File: src/hw/mfic_pkg.sv
// Package for the grouped multi-function interrupt control block.
// Assumes an APB master on mclk and group request pulses from peripherals.
//==========================================================================
package mfic_pkg;
   //=======================================================================
   // Register map (byte addresses)
   localparam logic [11:0] CTRL_OFS   = 12'h000; // group control register
   localparam logic [11:0] GLOBAL_OFS = 12'h004; // global enable, bit 0
   localparam logic [11:0] STAT_OFS   = 12'h008; // sticky event status
   localparam logic [11:0] MASK_OFS   = 12'h00C; // status mask
   //=======================================================================
   // Field positions and reset values
   localparam int          FLAG_LSB   = 4;
   localparam int          EN_LSB     = 0;
   localparam int          GLOBAL_BIT = 0;
   localparam logic [7:0]  CTRL_RST   = 8'h00;
   localparam logic [3:0]  GRP_RST    = 4'h0;
   localparam int          MAX_GROUPS = 4;
   //=======================================================================
   // APB request carrier
   typedef struct packed {
      logic        psel;
      logic        penable;
      logic        pwrite;
      logic [11:0] paddr;
      logic [31:0] pwdata;
   } mfic_apb_req_t;
endpackage : mfic_pkg

File: src/hw/mfic_top.sv
// Grouped multi-function interrupt control register with APB access.
// Assumes group events are one-cycle pulses on mclk from on-chip logic.
`timescale 1ns/1ps
module mfic_top #(
   parameter int GROUPS = 4
) (
   input  wire logic                 mclk,
   input  wire logic                 rst_n,
   input  wire mfic_pkg::mfic_apb_req_t apbReq,
   output logic                      pready,
   output logic [31:0]               prdata,
   output logic                      pslverr,
   input  wire logic [3:0]           groupEvent,
   output logic [3:0]                groupIrq,
   output logic                      irq
);
   //=======================================================================
   // Elaboration check
   initial begin
      if (GROUPS != 3 && GROUPS != mfic_pkg::MAX_GROUPS) begin
         $error("GROUPS must be 3 or 4");
      end
   end

   //=======================================================================
   // State
   logic [3:0] groupFlag_r;
   logic [3:0] groupFlag_nxt;
   logic [3:0] groupEn_r;
   logic [3:0] groupEn_nxt;
   logic       globalEn_r;
   logic [3:0] evtStat_r;
   logic [3:0] evtStat_nxt;
   logic [3:0] evtMask_r;
   logic [3:0] implMask;

   //=======================================================================
   // Decode
   wire logic accessPh = apbReq.psel & apbReq.penable;
   wire logic wrEn     = accessPh & apbReq.pwrite;
   wire logic selCtrl  = apbReq.paddr == mfic_pkg::CTRL_OFS;
   wire logic selGlob  = apbReq.paddr == mfic_pkg::GLOBAL_OFS;
   wire logic selStat  = apbReq.paddr == mfic_pkg::STAT_OFS;
   wire logic selMask  = apbReq.paddr == mfic_pkg::MASK_OFS;
   wire logic hitAny   = selCtrl | selGlob | selStat | selMask;
   wire logic [3:0] wrFlag = apbReq.pwdata[mfic_pkg::FLAG_LSB +: 4];
   wire logic [3:0] wrEnb  = apbReq.pwdata[mfic_pkg::EN_LSB +: 4];

   assign implMask = (GROUPS == mfic_pkg::MAX_GROUPS) ? 4'hF : 4'h7;

   //=======================================================================
   // Next values of flags and enables
   // Event sets flag
   assign groupFlag_nxt = ((wrEn && selCtrl) ? wrFlag : groupFlag_r)
                        | groupEvent;
   assign groupEn_nxt = (wrEn && selCtrl) ? wrEnb : groupEn_r;
   // Sticky status, write one clears, set wins
   assign evtStat_nxt = ((wrEn && selStat) ? (evtStat_r & ~wrFlag)
                        : evtStat_r) | (groupEvent & implMask);

   //=======================================================================
   // Register file
   always_ff @(posedge mclk or negedge rst_n) begin
      if (!rst_n) begin
         groupFlag_r <= mfic_pkg::GRP_RST;
         groupEn_r   <= mfic_pkg::GRP_RST;
         globalEn_r  <= 1'b0;
         evtStat_r   <= mfic_pkg::GRP_RST;
         evtMask_r   <= mfic_pkg::GRP_RST;
      end else begin
         groupFlag_r <= groupFlag_nxt & implMask;
         groupEn_r   <= groupEn_nxt & implMask;
         evtStat_r   <= evtStat_nxt;
         if (wrEn && selGlob) begin
            globalEn_r <= apbReq.pwdata[mfic_pkg::GLOBAL_BIT];
         end
         if (wrEn && selMask) begin
            evtMask_r <= wrFlag & implMask;
         end
      end
   end

   //=======================================================================
   // Read mux
   wire logic [7:0] ctrlRd = {groupFlag_r, groupEn_r};
   wire logic [31:0] rdMux =
        selCtrl ? {24'h000000, ctrlRd}
      : selGlob ? {31'h00000000, globalEn_r}
      : selStat ? {24'h000000, evtStat_r, 4'h0}
      : selMask ? {24'h000000, evtMask_r, 4'h0}
      : 32'h00000000;

   // Bus answer, zero wait states, error on unmapped address
   always_ff @(posedge mclk or negedge rst_n) begin
      if (!rst_n) begin
         pready  <= 1'b0;
         prdata  <= 32'h00000000;
         pslverr <= 1'b0;
      end else begin
         pready  <= apbReq.psel & ~apbReq.penable;
         pslverr <= apbReq.psel & ~apbReq.penable & ~hitAny;
         prdata  <= (apbReq.psel & ~apbReq.penable & ~apbReq.pwrite)
                    ? rdMux : 32'h00000000;
      end
   end

   //=======================================================================
   // Interrupt outputs
   always_ff @(posedge mclk or negedge rst_n) begin
      if (!rst_n) begin
         groupIrq <= 4'h0;
         irq      <= 1'b0;
      end else begin
         groupIrq <= groupFlag_r & groupEn_r & {4{globalEn_r}};
         irq      <= |(evtStat_r & evtMask_r);
      end
   end
endmodule : mfic_top

File: config.mk
export PLATFORM = sky130hd
export DESIGN_NAME = mfic_top
export DESIGN_NICKNAME = d
export VERILOG_FILES = /design/src/hw/mfic_pkg.sv /design/src/hw/mfic_top.sv
export SDC_FILE = /design/constraint.sdc
export NUM_CORES = 1
export LEC_CHECK = 0
export ABC_AREA = 0
export BUFFER_PORTS_ARGS = -buffer_cell sky130_fd_sc_hd__clkbuf_2
export CORE_ASPECT_RATIO = 0.6
export CORE_UTILIZATION = 25
export DETAILED_ROUTE_END_ITERATION = 7
export GPL_TIMING_DRIVEN = 0
export PLACE_DENSITY_LB_ADDON = 0.1
export RECOVER_POWER = 50
export SYNTH_ARGS = -nofsm -noshare
export SYNTH_HDL_FRONTEND = slang
export SYNTH_SLANG_ARGS = --single-unit
File: constraint.sdc
create_clock -name mclk -period 2 [get_ports mclk]
set_input_delay 0.2 -clock mclk [delete_from_list [all_inputs] [get_ports mclk]]
set_output_delay 0.2 -clock mclk [all_outputs]
set_load 0.05 [all_outputs]
; After elaboration in Yosys (flattened, before gate mapping)
; Index checks and enable logic that the tools add are counted.
[word_totals]
ff_bits = 32
in_bits = 53
out_inout_bits = 39
wordCells = 44
[op_classes]
n_eq_ne = 3
mux = 7
n_bitwise = 18
reduce_logical = 6
[ops]
columns = operator, n
row1 = 8-bit two-way mux, 5
row2 = "12-bit by 4-bit equality test with 1-bit output, second input constant", 2
row3 = 4-bit AND, 4
row4 = "12-bit by 3-bit equality test with 1-bit output, second input constant", 1
row5 = 12-bit logical NOT, 1
row6 = 4-bit two-way mux, 2
row7 = 4-bit OR, 2
row8 = 1-bit AND, 5
row9 = 1-bit logical AND, 4
row10 = 4-bit inverter, 1
row11 = 4-bit OR reduction, 1
row12 = 1-bit inverter, 3
row13 = 1-bit OR, 3

; Longest topological paths before layout
[depth]
depth_word = 6
depth_mapped = 5
depth_no_buf = 4

; Worst setup path after synthesis
; OpenSTA, ideal clock, no wires.
[synth_path]
path_kind = input-to-reg
from = input port apbReq[37] (netlist bit)
to = register evtMask_r[0]
setup_ns = 0.125
arrival_ns = 1.170
required_ns = 1.875
path_slack_ns = 0.705
stages = 4
n_path_buf = 0
path_cell_list = nor4_4 and3_4 nand4_4 mux2_4
[synth_via]
elab_chain_len = 2
[synth_lines]
columns = item, line
row1 = start: declaration, mfic_top.sv:9  ; input wire mfic_pkg::mfic_apb_req_t apbReq,
row2 = 12-bit by 4-bit equality test with 1-bit output, mfic_top.sv:44  ; wire logic selMask = apbReq.paddr == mfic_pkg::MASK_OFS;
row3 = 1-bit logical AND, mfic_top.sv:77  ; if (wrEn && selMask) begin
row4 = end signal: assignment, mfic_top.sv:69  ; evtMask_r <= mfic_pkg::GRP_RST;
row5 = end signal: assignment, mfic_top.sv:78  ; evtMask_r <= wrFlag & implMask;
row6 = end: declaration, mfic_top.sv:34  ; logic [3:0] evtMask_r;
; No other way between the ends.
; A chain may end at the register's enable or synchronous reset.

; Worst setup path in the final report
[layout_path]
from = input port apbReq[37] (netlist bit)
to = register prdata[1]
[layout_via]
elab_chain_len = 5
[layout_lines]
columns = item, line
row1 = 12-bit by 4-bit equality test with 1-bit output, mfic_top.sv:43  ; wire logic selStat = apbReq.paddr == mfic_pkg::STAT_OFS;
row2 = 8-bit two-way mux, mfic_top.sv:89  ; : selStat ? {24'h000000, evtStat_r, 4'h0}
row3 = 8-bit two-way mux, mfic_top.sv:88  ; : selGlob ? {31'h00000000, globalEn_r}
row4 = 8-bit two-way mux *, mfic_top.sv:87  ; selCtrl ? {24'h000000, ctrlRd}
row5 = 8-bit two-way mux *, mfic_top.sv:103  ; ? rdMux : 32'h00000000;
row6 = end signal: assignment, mfic_top.sv:102  ; prdata <= (apbReq.psel & ~apbReq.penable & ~apbReq.pwrite)
row7 = end: declaration, mfic_top.sv:11  ; output logic [31:0] prdata,
; Every way passes the cells marked *; elsewhere a longest branch is shown, timed or not.

==> results <==
- The flow ran to the end, but the final reports show violations.
- The checks that failed: hold timing.
- The clock net sink count is 32.
- The static power due to leakage is 1.17 nW.
- 0 antenna diodes ended up in the layout.
- In this run the deepest clock path goes through 2 buffers.
- The worst slew margin relative to its limit is 45.1%.
- The synthesized design contains 32 register bits.
- The DRC violation count after routing is 0.
- At the pin with the least slew margin, the transition time is 0.824 ns.
- The detailed-route vias per instance is 3.80.
- The final routed wirelength across all metal layers is 3.51 mm.
- The worst-path maximum fanout is 6.
- The buffer and inverter count on the worst path is 1.
- The total of max-cap violations is 0.
- The critical path launch point type is an input port.
- 92 I/O pins were placed.
- The total iterations of the first detailed-routing run is 4.
- The global routing usage summed across all routing layers is 11.9%.
- The area of the placeable core is 6110 um^2.
- In this run the post-CTS setup repair buffer count came out at 0.
- The number of cells produced by synthesis is 135.
- The number of nets with antenna violations after detailed routing is 0.
- The simple logic cell fraction of the synthesized area is 18.1%.
- The worst register-to-register path has a depth of 4.
- Averaged over all synthesized cells, the footprint is 11.7 um^2.
- The height of the chip is 63.6 um.
- Counting distinct cell types in the post-synthesis netlist gives 27.
- In this run the tool buffered the top-level ports with 43 buffer cells.
- In this run, post-CTS repair resized a total of 0 instances.
- The synthesized netlist devotes 0% of its cell area to XOR and XNOR gates.
- The global-route wire length before repair is 5.83 mm.
- The final layout contains 261 nets.
- Cells with a size suffix above 1 make up 42.1% of the layout.
- The number of slew-limit violations in the final report is 0.
- The total global routing overflow is 0.
- On the critical path the largest part of the delay comes from simple AND/OR/NAND/NOR gates.
- The die width is 105 um.
- The insertion delay of the later-clocked pin in the worst-skew pair is 0.28 ns.
- The setup clock skew after layout is 0.00217 ns.
- After clock tree synthesis, the clock-pin slew on the worst setup and hold paths is 0.07 ns.
- The post-synthesis mux area share is 13.4%.
- The required time of the critical path is 2.22 ns.
- The sequential fraction of the synthesis area is 50.7%.
- VDD sags by at most 0.000257 V.
- Derived from the worst setup path, the maximum achievable clock frequency is 0.800 GHz.
- The CTS tree is yes.
- By area, the combinational part of the netlist is dominated by simple AND/OR/NAND/NOR gates.
- From synthesis to final layout, the design area changed by 32.3%.
- Setup violations remaining at the end of the flow were counted as 0.
- The worst setup path is captured at a flop.
- Across all hold checks on the routed design, the worst slack comes to -0.00228 ns.
- Routability-driven placement finished with a final weighted congestion of 0.703.
- The synthesized design contains 0 enable-type register cells.
- The per-cell routed wire length is 12.0 um.
- The tightest min-delay check is of the in2async type.
- The clock period could shrink to 1.25 ns.
- The Yosys warning count is 0.
- The final sum of negative setup slack is 0 ns.
- Summing the areas of all fa, ha and maj instances in the mapped netlist gives 0% of the synthesized area.
- The number of hold buffers added after cts is 0.
- The number of levels in the clock H-tree is 2.
- The critical path's largest stage delay is 0.38 ns.
- The half-perimeter wire length of the detailed placement result is 2.69 mm.
- At the end of the flow the core is filled with cells to 34.2%.
- The number of clock buffers inserted by TritonCTS is 5.
- The synthesized area is 1580 um^2.
- The via count of the first global-routing pass is 1094.
- The die covers 6650 um^2.
- The floorplan has 22 rows.
- The signal on the critical path passes through clkbuf_2 > nor4_4 > nand4_1 > nor3_1 > and2_1.
- For this design, the slowest cell found on the critical path is sky130_fd_sc_hd__nor3_1.
- Entering global routing, the biggest net connects 33 pins.
- The critical path is of the in2reg type.
- Power spread over the standard cell area amounts to 717 nW/um^2.
- The most frequently used flop master after synthesis is sky130_fd_sc_hd__dfrtp_1.
- In the finished design, the share of the clock period the worst path needs comes to 62.5%.
- The number of antenna violations at the first check in global routing is 0.
- The root buffer selected by CTS is sky130_fd_sc_hd__clkbuf_8.
- The number of hold violations in the final report is 3.
- The proportion of synthesized flip-flops having asynchronous set or reset is 100%.
- The via total after detailed routing is 1114.
- In the layout the commonest cells are 43 x sky130_fd_sc_hd__clkbuf_2, 32 x sky130_fd_sc_hd__dfrtp_1, 24 x sky130_fd_sc_hd__buf_4, 24 x sky130_fd_sc_hd__conb_1, 20 x sky130_fd_sc_hd__nor2_1.
- The initial detailed-routing violation count is 16.
- The initial standard-cell utilization of the core is 25.8%.
- The critical path runs through a total of 5 cells.
- Setup repair after global routing left no endpoint under its margin.
- The synthesized netlist devotes 4.68% of its cell area to compound gates.
- The library cell used most frequently in the layout, excluding fill and tap cells, is sky130_fd_sc_hd__clkbuf_2.
- The data arrival time of the critical path is 1.47 ns.
==> worst register-to-register path, cell delays in order, from the launching register on <==
cell and delay (ns):
sky130_fd_sc_hd__dfrtp_1 0.42, sky130_fd_sc_hd__mux2i_1 0.15, sky130_fd_sc_hd__nor2_1 0.05, sky130_fd_sc_hd__a31oi_1 0.15
sky130_fd_sc_hd__nor2_1 0.07
==> report_power, final <==
part / leakage [nW] / switching (mW) / internal [mW]
clock network: 0.0552 / 0.250 / 0.370
logic: 0.709 / 0.162 / 0.0660
registers: 0.403 / 0.000863 / 0.649
==> through the flow <==
| stage | instances | setup slack (ns) | hold slack, ns | total power, mW | instance area, um^2 |
|---|---|---|---|---|---|
| global placement | 285 | 0.389 | 0.338 | 0.891 | 1990 |
| CTS | 293 | 0.666 | 0.0415 | 1.51 | 2090 |
| floorplan | 158 | 0.705 | -0.0956 | 0.829 | 1670 |
| finish | 293 | 0.750 | -0.00228 | 1.50 | 2090 |
| global route | 293 | 0.547 | 0.0663 | 1.56 | 2090 |
| detailed placement | 285 | 0.361 | 0.351 | 0.891 | 1990 |
==> metal layers <==
layer | vias up | share of wire, % | GRT usage (%)
li1 | 564 | - | -
met1 | 509 | 56 | 18.1
met2 | 39 | 37 | 15.6
met3 | 2 | 6.6 | 4.24
met4 | 0 | 0.29 | 2.64
met5 | - | 0 | 0
==> cells by family after synthesis <==
logic type | Yosys count
mux | 17
flops | 32
simple gates | 44
other cells | 1
compound gates | 11
buf+inv | 30
==> synthesized netlist by cell type (2+ instances only) <==
| library cell | instances | area share, % |
|---|---|---|
| sky130_fd_sc_hd__a22oi_1 | 2 | 0.95 |
| sky130_fd_sc_hd__a31oi_1 | 8 | 3.2 |
| sky130_fd_sc_hd__and2_1 | 3 | 1.2 |
| sky130_fd_sc_hd__and3_1 | 6 | 2.4 |
| sky130_fd_sc_hd__buf_4 | 24 | 11 |
| sky130_fd_sc_hd__dfrtp_1 | 32 | 51 |
| sky130_fd_sc_hd__inv_1 | 4 | 0.95 |
| sky130_fd_sc_hd__mux2_4 | 8 | 7.6 |
| sky130_fd_sc_hd__mux2i_1 | 8 | 5.1 |
| sky130_fd_sc_hd__nor2_1 | 20 | 4.8 |
| sky130_fd_sc_hd__nor2b_1 | 2 | 0.79 |
| sky130_fd_sc_hd__nor3_1 | 2 | 0.63 |
| sky130_fd_sc_hd__nor4_4 | 2 | 2.7 |
==> registers in the layout, indices dropped and copies added (netlist names) <==
register,flops
evtStat_r,4
pready,1
pslverr,1
groupFlag_r,4
globalEn_r,1
groupEn_r,4
groupIrq,4
evtMask_r,4
irq,1
prdata,8
==> path summary, 6_finish.rpt <==
kind | slack [ns] | end | startpoint
worst max register to register | 1.03 | prdata[4] | evtStat_r[0]
worst min-delay path | -0.002 | pslverr | rst_n
worst min register to register | 0.51 | prdata[3] | groupEn_r[3]
worst max-delay path | 0.75 | prdata[1] | apbReq[37]
min in group mclk | 0.10 | pready | apbReq[45]
max in group asynchronous | 1.48 | evtMask_r[1] | rst_n
==> area by class of cell <==
type	instances	area (um^2)
clock inverters	2	35.0
clock buffers	6	72.6
plain buffers	26	189
well taps	84	105
flip-flops and latches	32	801
repair buffers	43	215
fillers	657	4020
inverters	4	15.0
multi-input cells	96	656
Power figures use the tool's default switching activity.
